$ cat config.mk
export PLATFORM = sky130hd
export DESIGN_NAME = page_data_register
export DESIGN_NICKNAME = d
export VERILOG_FILES = /design/src/include/page_access_pkg.sv /design/src/rtl/page_data_register.sv /design/src/rtl/page_fifo.sv
export VERILOG_INCLUDE_DIRS = /design/src /design/src/include
export SDC_FILE = /design/constraint.sdc
export NUM_CORES = 1
export LEC_CHECK = 0
export ABC_AREA = 1
export BUFFER_PORTS_ARGS = -buffer_cell sky130_fd_sc_hd__buf_2
export CELL_PAD_IN_SITES_DETAIL_PLACEMENT = 1
export CELL_PAD_IN_SITES_GLOBAL_PLACEMENT = 1
export CORE_MARGIN = 2
export CORE_UTILIZATION = 43
export DETAILED_ROUTE_END_ITERATION = 8
export PLACE_DENSITY = 0.79
export SETUP_SLACK_MARGIN = 0.05
export SYNTH_ARGS = -nofsm -noshare
export SYNTH_HDL_FRONTEND = slang
export SYNTH_SLANG_ARGS = --single-unit
$ cat constraint.sdc
create_clock -name MCLK -period 2.47 [get_ports MCLK]
set_input_delay 0.1235 -clock MCLK [delete_from_list [all_inputs] [get_ports MCLK]]
set_output_delay 0.1235 -clock MCLK [all_outputs]
set_load 0.05 [all_outputs]
$ cat src/include/page_access_cfg.svh
// Constants for the page data register and its flash sequencing
// What this block and its programmer must do
// Eight-bit shift chain plus eight-bit holding register
// Update copies chain, starts write within 11 TCK
// Load updates alternate low/high, low first
// Address pre-increments before low byte, not first
// Read mode captures addressed byte at Capture-DR
// Read captures alternate low/high, low first
// Address post-increments after every high-byte read
// Test-clock state machine drives memory, watches strobes
// Programmer idles so updates are 11 TCK apart
// Programmer holds core reset before programming entry
// Programming enabled only with exact 16-bit key
// Exit: no-operation command, then zero key
// Final exit step releases core reset
// Chip erase by command, then poll or wait
// Programmer erases chip before programming pages
// Word programming: enable, address, data, page write
// Address bits above top valid bit ignored
// Programmer loads word-in-page address as zero
// Programmer repeats poll until status reads one
// Data register active only in fill/dump instruction
`ifndef PAGE_ACCESS_CFG_SVH
`define PAGE_ACCESS_CFG_SVH

`define DATA_BITS 8
`define PROGRAM_ADDR_TOP_BIT 14
`define ADDR_BITS 15
`define KEY_BITS 16
`define PROGRAMMING_KEY_INSTRUCTION_KEY 16'hA370
`define FIFO_DEPTH 8
`define FIFO_WIDTH 24
`define WRITE_LIMIT_TCK 11
`define SHIFT_RESET_VALUE 8'h00
`define ADDR_RESET_VALUE 15'h0000

`endif

$ cat src/include/page_access_pkg.sv
// Types shared by the page data register logic
package page_access_pkg;

    typedef enum logic [3:0] {
        TEST_LOGIC_RESET = 4'h0,
        RUN_TEST_IDLE = 4'h1,
        SELECT_DR = 4'h2,
        CAPTURE_DR = 4'h3,
        SHIFT_DR = 4'h4,
        EXIT1_DR = 4'h5,
        PAUSE_DR = 4'h6,
        EXIT2_DR = 4'h7,
        UPDATE_DR = 4'h8,
        SELECT_IR = 4'h9,
        CAPTURE_IR = 4'hA,
        SHIFT_IR = 4'hB,
        EXIT1_IR = 4'hC,
        PAUSE_IR = 4'hD,
        EXIT2_IR = 4'hE,
        UPDATE_IR = 4'hF
    } tap_state_t;

    typedef enum logic [1:0] {
        MEM_IDLE = 2'b00,
        MEM_WRITE = 2'b01,
        MEM_READ = 2'b10
    } mem_state_t;

endpackage

$ cat src/rtl/page_data_register.sv
// Page data register: TCK-sampled TAP follower, byte chain and page buffer sequencer
`timescale 1ns/1ps
`default_nettype none
`include "page_access_cfg.svh"

module page_data_register (
    input wire logic MCLK,
    input wire logic RST_N,
    input wire logic TCK,
    input wire logic TMS,
    input wire logic TDI,
    output logic TDO,
    output logic TDO_OE_N,
    input wire logic PAGE_FILL_INSTRUCTION,
    input wire logic PAGE_DUMP_INSTRUCTION,
    input wire logic [`KEY_BITS-1:0] PROGRAMMING_KEY,
    input wire logic ADDR_LOAD,
    input wire logic [15:0] ADDR_IN,
    output logic MEM_WRITE_REQ,
    output logic MEM_READ_REQ,
    output logic [`ADDR_BITS-1:0] MEM_ADDR,
    output logic MEM_HIGH_BYTE,
    output logic [`DATA_BITS-1:0] MEM_WDATA,
    input wire logic MEM_DONE,
    input wire logic [`DATA_BITS-1:0] MEM_RDATA,
    output logic PROG_ENABLED,
    output logic FILL_OVERRUN
);

    // Two-flop synchronisers for every pin from the programmer's side except ADDR_LOAD and ADDR_IN
    logic tck_s1_reg, tck_s2_reg, tck_d_reg;
    logic tms_s1_reg, tms_s2_reg;
    logic tdi_s1_reg, tdi_s2_reg;
    logic fill_s1_reg, fill_s2_reg;
    logic dump_s1_reg, dump_s2_reg;
    logic [`KEY_BITS-1:0] key_s1_reg, key_s2_reg;

    always_ff @(posedge MCLK) begin
        if (!RST_N) begin
            tck_s1_reg <= 1'b0;
            tck_s2_reg <= 1'b0;
            tck_d_reg <= 1'b0;
            tms_s1_reg <= 1'b1;
            tms_s2_reg <= 1'b1;
            tdi_s1_reg <= 1'b0;
            tdi_s2_reg <= 1'b0;
            fill_s1_reg <= 1'b0;
            fill_s2_reg <= 1'b0;
            dump_s1_reg <= 1'b0;
            dump_s2_reg <= 1'b0;
            key_s1_reg <= '0;
            key_s2_reg <= '0;
        end else begin
            tck_s1_reg <= TCK;
            tck_s2_reg <= tck_s1_reg;
            tck_d_reg <= tck_s2_reg;
            tms_s1_reg <= TMS;
            tms_s2_reg <= tms_s1_reg;
            tdi_s1_reg <= TDI;
            tdi_s2_reg <= tdi_s1_reg;
            fill_s1_reg <= PAGE_FILL_INSTRUCTION;
            fill_s2_reg <= fill_s1_reg;
            dump_s1_reg <= PAGE_DUMP_INSTRUCTION;
            dump_s2_reg <= dump_s1_reg;
            key_s1_reg <= PROGRAMMING_KEY;
            key_s2_reg <= key_s1_reg;
        end
    end

    logic tck_rise;
    logic tck_fall;
    assign tck_rise = tck_s2_reg & ~tck_d_reg;
    assign tck_fall = ~tck_s2_reg & tck_d_reg;

    function automatic page_access_pkg::tap_state_t tap_next(input page_access_pkg::tap_state_t s,
                                                              input logic tms);
        unique case (s)
            page_access_pkg::TEST_LOGIC_RESET: tap_next = tms ? page_access_pkg::TEST_LOGIC_RESET
                                                              : page_access_pkg::RUN_TEST_IDLE;
            page_access_pkg::RUN_TEST_IDLE: tap_next = tms ? page_access_pkg::SELECT_DR
                                                           : page_access_pkg::RUN_TEST_IDLE;
            page_access_pkg::SELECT_DR: tap_next = tms ? page_access_pkg::SELECT_IR : page_access_pkg::CAPTURE_DR;
            page_access_pkg::CAPTURE_DR: tap_next = tms ? page_access_pkg::EXIT1_DR : page_access_pkg::SHIFT_DR;
            page_access_pkg::SHIFT_DR: tap_next = tms ? page_access_pkg::EXIT1_DR : page_access_pkg::SHIFT_DR;
            page_access_pkg::EXIT1_DR: tap_next = tms ? page_access_pkg::UPDATE_DR : page_access_pkg::PAUSE_DR;
            page_access_pkg::PAUSE_DR: tap_next = tms ? page_access_pkg::EXIT2_DR : page_access_pkg::PAUSE_DR;
            page_access_pkg::EXIT2_DR: tap_next = tms ? page_access_pkg::UPDATE_DR : page_access_pkg::SHIFT_DR;
            page_access_pkg::UPDATE_DR: tap_next = tms ? page_access_pkg::SELECT_DR
                                                       : page_access_pkg::RUN_TEST_IDLE;
            page_access_pkg::SELECT_IR: tap_next = tms ? page_access_pkg::TEST_LOGIC_RESET
                                                       : page_access_pkg::CAPTURE_IR;
            page_access_pkg::CAPTURE_IR: tap_next = tms ? page_access_pkg::EXIT1_IR : page_access_pkg::SHIFT_IR;
            page_access_pkg::SHIFT_IR: tap_next = tms ? page_access_pkg::EXIT1_IR : page_access_pkg::SHIFT_IR;
            page_access_pkg::EXIT1_IR: tap_next = tms ? page_access_pkg::UPDATE_IR : page_access_pkg::PAUSE_IR;
            page_access_pkg::PAUSE_IR: tap_next = tms ? page_access_pkg::EXIT2_IR : page_access_pkg::PAUSE_IR;
            page_access_pkg::EXIT2_IR: tap_next = tms ? page_access_pkg::UPDATE_IR : page_access_pkg::SHIFT_IR;
            page_access_pkg::UPDATE_IR: tap_next = tms ? page_access_pkg::SELECT_DR
                                                       : page_access_pkg::RUN_TEST_IDLE;
        endcase
    endfunction

    page_access_pkg::tap_state_t tap_reg;
    page_access_pkg::tap_state_t tap_next_val;
    assign tap_next_val = tap_next(tap_reg, tms_s2_reg);

    // The TAP position is followed on sampled TCK edges
    always_ff @(posedge MCLK) begin
        if (!RST_N) begin
            tap_reg <= page_access_pkg::TEST_LOGIC_RESET;
        end else if (tck_rise) begin
            tap_reg <= tap_next_val;
        end
    end

    logic prog_en;
    logic fill_mode;
    logic dump_mode;
    logic fill_mode_d_reg;
    logic dump_mode_d_reg;
    logic fill_enter;
    logic dump_enter;

    assign prog_en = (key_s2_reg == `KEY_BITS'(`PROGRAMMING_KEY_INSTRUCTION_KEY));
    assign fill_mode = prog_en & fill_s2_reg & ~dump_s2_reg;
    assign dump_mode = prog_en & dump_s2_reg & ~fill_s2_reg;
    assign fill_enter = fill_mode & ~fill_mode_d_reg;
    assign dump_enter = dump_mode & ~dump_mode_d_reg;

    always_ff @(posedge MCLK) begin
        if (!RST_N) begin
            fill_mode_d_reg <= 1'b0;
            dump_mode_d_reg <= 1'b0;
            PROG_ENABLED <= 1'b0;
        end else begin
            fill_mode_d_reg <= fill_mode;
            dump_mode_d_reg <= dump_mode;
            PROG_ENABLED <= prog_en;
        end
    end

    logic active;
    logic at_capture;
    logic at_shift;
    logic at_update;
    logic entering_capture;
    assign active = fill_mode | dump_mode;
    assign at_capture = active & tck_rise & (tap_reg == page_access_pkg::CAPTURE_DR);
    assign at_shift = active & tck_rise & (tap_reg == page_access_pkg::SHIFT_DR);
    assign at_update = fill_mode & tck_rise & (tap_reg == page_access_pkg::UPDATE_DR);
    assign entering_capture = dump_mode & tck_rise & (tap_next_val == page_access_pkg::CAPTURE_DR);

    logic [`DATA_BITS-1:0] shift_reg;
    logic [`DATA_BITS-1:0] hold_reg;
    logic [`DATA_BITS-1:0] read_buf_reg;
    logic high_byte_reg;
    logic first_byte_reg;
    logic [`ADDR_BITS-1:0] addr_reg;

    // Chain shifts LSB first; only TDI enters while in Shift-DR
    always_ff @(posedge MCLK) begin
        if (!RST_N) begin
            shift_reg <= `SHIFT_RESET_VALUE;
        end else if (at_capture && dump_mode) begin
            shift_reg <= read_buf_reg;
        end else if (at_shift) begin
            shift_reg <= {tdi_s2_reg, shift_reg[`DATA_BITS-1:1]};
        end
    end

    always_ff @(posedge MCLK) begin
        if (!RST_N) begin
            hold_reg <= `SHIFT_RESET_VALUE;
        end else if (at_update) begin
            hold_reg <= shift_reg;
        end
    end

    // Byte toggle and first-byte flag restart whenever a mode is entered
    always_ff @(posedge MCLK) begin
        if (!RST_N) begin
            high_byte_reg <= 1'b0;
            first_byte_reg <= 1'b1;
        end else if (fill_enter || dump_enter) begin
            high_byte_reg <= 1'b0;
            first_byte_reg <= 1'b1;
        end else if (at_update || (at_capture && dump_mode)) begin
            high_byte_reg <= ~high_byte_reg;
            first_byte_reg <= 1'b0;
        end
    end

    logic fill_pre_inc;
    logic dump_post_inc;
    assign fill_pre_inc = at_update & ~high_byte_reg & ~first_byte_reg;
    assign dump_post_inc = at_capture & dump_mode & high_byte_reg;

    always_ff @(posedge MCLK) begin
        if (!RST_N) begin
            addr_reg <= `ADDR_RESET_VALUE;
        end else if (ADDR_LOAD) begin
            addr_reg <= ADDR_IN[`PROGRAM_ADDR_TOP_BIT:0];
        end else if (fill_pre_inc) begin
            addr_reg <= addr_reg + 1'b1;
        end else if (dump_post_inc) begin
            addr_reg <= addr_reg + 1'b1;
        end
    end

    // Page-buffer writes queue here; a slow memory drops bytes only once the 8-deep queue is full (FILL_OVERRUN)
    logic pend_reg;
    logic [`FIFO_WIDTH-1:0] pend_data_reg;
    logic fifo_in_ready;
    logic fifo_out_valid;
    logic fifo_out_ready;
    logic [`FIFO_WIDTH-1:0] fifo_out_data;
    logic [`ADDR_BITS-1:0] write_addr;
    assign write_addr = fill_pre_inc ? addr_reg + 1'b1 : addr_reg;

    always_ff @(posedge MCLK) begin
        if (!RST_N) begin
            pend_reg <= 1'b0;
            pend_data_reg <= '0;
            FILL_OVERRUN <= 1'b0;
        end else begin
            if (at_update) begin
                pend_reg <= 1'b1;
                pend_data_reg <= {write_addr, high_byte_reg, shift_reg};
                FILL_OVERRUN <= pend_reg & ~fifo_in_ready;
            end else if (fifo_in_ready) begin
                pend_reg <= 1'b0;
            end
        end
    end

    page_fifo #(
        .WIDTH(`FIFO_WIDTH),
        .DEPTH(`FIFO_DEPTH)
    ) write_queue (
        .clk(MCLK),
        .rst_n(RST_N),
        .in_valid(pend_reg),
        .in_ready(fifo_in_ready),
        .in_data(pend_data_reg),
        .out_valid(fifo_out_valid),
        .out_ready(fifo_out_ready),
        .out_data(fifo_out_data)
    );

    page_access_pkg::mem_state_t mem_state_reg;
    assign fifo_out_ready = (mem_state_reg == page_access_pkg::MEM_IDLE) & ~entering_capture;

    // Writes win over reads only when no capture is imminent; a read fetched
    // on entry to Capture-DR lands well before the capture edge at 64 ns TCK
    always_ff @(posedge MCLK) begin
        if (!RST_N) begin
            mem_state_reg <= page_access_pkg::MEM_IDLE;
            MEM_WRITE_REQ <= 1'b0;
            MEM_READ_REQ <= 1'b0;
            MEM_ADDR <= `ADDR_RESET_VALUE;
            MEM_HIGH_BYTE <= 1'b0;
            MEM_WDATA <= `SHIFT_RESET_VALUE;
            read_buf_reg <= `SHIFT_RESET_VALUE;
        end else begin
            unique case (mem_state_reg)
                page_access_pkg::MEM_IDLE: begin
                    if (entering_capture) begin
                        mem_state_reg <= page_access_pkg::MEM_READ;
                        MEM_READ_REQ <= 1'b1;
                        MEM_ADDR <= addr_reg;
                        MEM_HIGH_BYTE <= high_byte_reg;
                    end else if (fifo_out_valid) begin
                        mem_state_reg <= page_access_pkg::MEM_WRITE;
                        MEM_WRITE_REQ <= 1'b1;
                        MEM_ADDR <= fifo_out_data[`FIFO_WIDTH-1:`DATA_BITS+1];
                        MEM_HIGH_BYTE <= fifo_out_data[`DATA_BITS];
                        MEM_WDATA <= fifo_out_data[`DATA_BITS-1:0];
                    end
                end
                page_access_pkg::MEM_WRITE: begin
                    if (MEM_DONE) begin
                        mem_state_reg <= page_access_pkg::MEM_IDLE;
                        MEM_WRITE_REQ <= 1'b0;
                    end
                end
                page_access_pkg::MEM_READ: begin
                    if (MEM_DONE) begin
                        mem_state_reg <= page_access_pkg::MEM_IDLE;
                        MEM_READ_REQ <= 1'b0;
                        read_buf_reg <= MEM_RDATA;
                    end
                end
                default: begin
                    mem_state_reg <= page_access_pkg::MEM_IDLE;
                    MEM_WRITE_REQ <= 1'b0;
                    MEM_READ_REQ <= 1'b0;
                end
            endcase
        end
    end

    // TDO changes on the falling TCK edge so the programmer samples it stable
    always_ff @(posedge MCLK) begin
        if (!RST_N) begin
            TDO <= 1'b0;
            TDO_OE_N <= 1'b1;
        end else if (tck_fall) begin
            TDO <= shift_reg[0];
            TDO_OE_N <= ~(active & (tap_reg == page_access_pkg::SHIFT_DR));
        end
    end

endmodule

`default_nettype wire

$ cat src/rtl/page_fifo.sv
// Small FIFO between the page data register and the page buffer port
`timescale 1ns/1ps
`default_nettype none

module page_fifo #(
    parameter int WIDTH = 24,
    parameter int DEPTH = 8
) (
    input wire logic clk,
    input wire logic rst_n,
    input wire logic in_valid,
    output logic in_ready,
    input wire logic [WIDTH-1:0] in_data,
    output logic out_valid,
    input wire logic out_ready,
    output logic [WIDTH-1:0] out_data
);
    localparam int PTR_BITS = $clog2(DEPTH);

    logic [WIDTH-1:0] mem_reg [DEPTH];
    logic [PTR_BITS-1:0] wr_ptr_reg;
    logic [PTR_BITS-1:0] rd_ptr_reg;
    logic [PTR_BITS:0] count_reg;
    logic push;
    logic pop;

    assign in_ready = (count_reg != (PTR_BITS+1)'(DEPTH));
    assign out_valid = (count_reg != '0);
    assign push = in_valid & in_ready;
    assign pop = out_valid & out_ready;
    // Storage is registered, so the head word is read straight from a flop
    assign out_data = mem_reg[rd_ptr_reg];

    always_ff @(posedge clk) begin
        if (push) begin
            mem_reg[wr_ptr_reg] <= in_data;
        end
    end

    always_ff @(posedge clk) begin
        if (!rst_n) begin
            wr_ptr_reg <= '0;
            rd_ptr_reg <= '0;
            count_reg <= '0;
        end else begin
            if (push) begin
                wr_ptr_reg <= (wr_ptr_reg == PTR_BITS'(DEPTH - 1)) ? '0 : wr_ptr_reg + 1'b1;
            end
            if (pop) begin
                rd_ptr_reg <= (rd_ptr_reg == PTR_BITS'(DEPTH - 1)) ? '0 : rd_ptr_reg + 1'b1;
            end
            count_reg <= count_reg + (PTR_BITS+1)'(push) - (PTR_BITS+1)'(pop);
        end
    end

endmodule

`default_nettype wire

==> summary.md <==
| Metric | Value |
|---|---|
| Status | finished clean |
| Initial core utilization | between 40% and 50% |
| Count leader, synth | nand2_1 |
| First-pass GRT wire length | approximately 67000 µm |
| Total track usage | ~24% |
| Syn nets | 1661 |
| Die Height | around 190 µm |
| GRT overflow | 0 |
| Leading area contributor after synthesis | edfxtp_1 |
| Period minus WS final | 2.32 ns |
| CTS Root Cell | clkbuf_16 |
| Sequential area share after synthesis | about three fifths |
| Final wirelength | ~43000 µm |
| Post-synth EDFFs | between 150 and 200 |
| # port buffers | slightly below 80 |
| Die Footprint | ~0.035 mm² |
| GR peak layer | met2 |
| GP Congestion | 0.843 |
| Final Setup Violations | 0 |
| Unrepaired setup endpoints after global routing | false |
| Slew Viols, Final | 0 |
| Non-Filler Instances | between 2000 and 2500 |
| Crit. End Element | flip-flop |
| Violation count after the first detailed-route iteration | 748 |
| DRT antenna net count | 0 |
| Worst skew pair latency | 0.52 ns |
| Clock Skew | roughly 0.016 ns |
| Area growth from synthesis to layout | 18.8% |
| VDD IR-drop max | about 640 µV |
| Avg WL per Cell | around 19 µm |
| Final Power | about 17 mW |
| PwrDens | 1000 mW/mm² |
| Core Area | 0.0334 mm² |
| Largest register FFs | 192 |
| Clock sink count | between 300 and 400 |
| Max clock buf depth | 3 |
| Startpoint Class | flip-flop |
| Distinct cells, synth | 40 |
| Number of global-route vias before repair | 12500 |
| IO Pins | between 70 and 80 |
| Initial antenna violation count | 0 |
| Worst-path fanout max | 3 |
| Min-Delay Path Class | in -> reg |
| # rows | 67 |
| M1 GR Usage | 29.7% |
| Worst-Margin Slew | 0.666 ns |
| Fillers | about 3800 |
| CP required | about 2.9 ns |
| FFs w/ async S/R, synth | 0% |
| Synth top area share | roughly two fifths |
| Fin nets | 1794 |
| CTS Buf Count | 36 |
| FMAX | 431 MHz |
| Rel. slew slack | between 50% and 60% |
| Met2 Use GR | between 40% and 50% |
| Max Cap Viol | 0 |
| Synth top area cells | edfxtp_1, dfxtp_1, nand2_1 |
| Final Util | around half |
| CP max-delay cell | fa_2 |
| Post-DP HPWL | ~25000 µm |
| Clock transition at the registers of the reported paths | 0.06 ns |
| Vias post-DR | roughly 12000 |
| Warnings, synthesis | 0 |
| Die X-Extent | about 190 µm |
| Crit path cell chain | inv_1, nor2_2, nand2_2, nor2_4, nand2_4, nor2_4, nand4_4, nand2_2, inv_2, ha_4, inv_4, ha_4, inv_2, fa_2, xor2_1, nor2_1 |
| Critical Path Max Stage Delay | around 0.38 ns |
| WS Path Type | reg -> reg |
| Gate Count Post-Synth | approximately 1600 |
| Largest net degree at the start of global routing | between 70 and 80 |
| Number of buffers and inverters on the critical path | 4 |
| LEAKAGE | 7.51 nW |
| Setup TNS | 0 ns |
| Synth Register Bits | between 300 and 400 |
| Ant diodes | 0 |
| Most used DFF post-synth | edfxtp_1 |
| Dpl cells | 2086 |
| Arr. time, crit path | 2.72 ns |
| H-tree levels | 2 |
| Hold slack final | 0.0164 ns |
| M3 GR Usage | 3.44% |
| Delay-heaviest family, CP | simple AND/OR/NAND/NOR gates |
| First-pass DRT Iterations | 5 |
| Synth Cell Area | about 0.015 mm² |
| Final Hold Viols | 0 |
| Drt drc | 0 |
| Commonest cells post-synth | nand2_1, edfxtp_1, nand3_1 |
| Share of layout cells above drive strength 1 | between 10% and 20% |
| Final Cycle Share | approximately 94% |
| TritonCTS clock tree | yes |
| Post-DR vias/cell | 5.27 |
| Avg Inst Size Synth | between 9 and 10 µm² |
[cells by family after synthesis]
logic type | share of synthesized area, %
adders and majority gates | 1.34
AOI/OAI and AO/OA | 4.58
buffers and inverters | 6.56
muxes | 0.827
xor gates and xnor gates | 0.724
DFF | 60.7
and+or+nand+nor | 25.3
[layout by cell type (no fill, tap or decap), types with 3 or more instances in the layout]
master,instances
nand2_1,453
edfxtp_1,192
nand3_1,178
nor2_1,156
dfxtp_1,148
inv_1,140
buf_2,76
a21oi_1,54
buf_4,49
dlygate4sd3_1,48
o21ai_0,38
clkbuf_16,37
nand4_1,30
inv_2,12
o21ai_1,12
xor2_1,12
mux2i_1,12
ha_1,11
nor2_2,10
a32o_1,8
clkinv_1,8
nor3_1,6
nor2_4,6
clkinv_2,6
clkbuf_1,6
nand2_2,4
dfxtp_2,4
bufinv_16,4
nand3_2,3
nand4_4,3
buf_12,3
[what timing repair did]
item,CTS,global route
setup buffers,0,6
setup endpoints to repair,1,17
gates cloned,0,0
hold buffers,48,0
resized for setup,0,10
hold endpoints to repair,44,0
pin swaps,1,12
[path summary, 6_finish.rpt]
path | endpoint | slack (ns) | startpoint | cells past startpoint
setup reg to reg | write_queue.count_reg[2] | 0.15 | key_s2_reg[6] | 16
hold reg to reg | key_s2_reg[8] | 0.42 | key_s1_reg[8] | 2
hold / removal | addr_reg[4] | 0.02 | ADDR_IN[4] | 5
setup / recovery | write_queue.count_reg[2] | 0.15 | key_s2_reg[6] | 16
[power breakdown]
group          internal (mW)  switching [mW]  leakage (nW)
clock                   3.20            2.29         0.575
combinational           1.62            3.66          3.80
sequential              6.29           0.213          3.14
total                   11.1            6.17          7.51
[final cells by class]
type	count	area (µm²)	share of cell area, %
Timing Repair Buffer	176	1290	7.47
Sequential cell	344	8810	51.1
Tap cell	448	561	3.25
Inverter	156	588	3.41
Clock inverter	20	209	1.21
Clock buffer	44	962	5.58
Multi-Input combinational cell	1016	4830	28.0
[layer usage]
layer,share of wire (%),vias to the layer above
li1,-,5507
met1,41,5700
met2,51,323
met3,5.2,93
met4,2.8,0
met5,0,-
[metrics by stage]
stage	setup WS (ns)	area, µm²
global route	0.0114	17300
detailed placement	0.0746	15500
floorplan	0.0554	14500
CTS	0.0654	17200
global placement	0.146	15500
finish	0.148	17300
[worst register-to-register path, stage by stage, from the launching register on]
cell	delay, ns
dfxtp_2	0.33
inv_1	0.05
nor2_2	0.15
nand2_2	0.09
nor2_4	0.16
nand2_4	0.07
nor2_4	0.10
nand4_4	0.09
nand2_2	0.09
inv_2	0.05
ha_4	0.22
inv_4	0.05
ha_4	0.11
inv_2	0.04
fa_2	0.38
xor2_1	0.16
nor2_1	0.06
No activity file was read; power rests on OpenSTA's default activity.
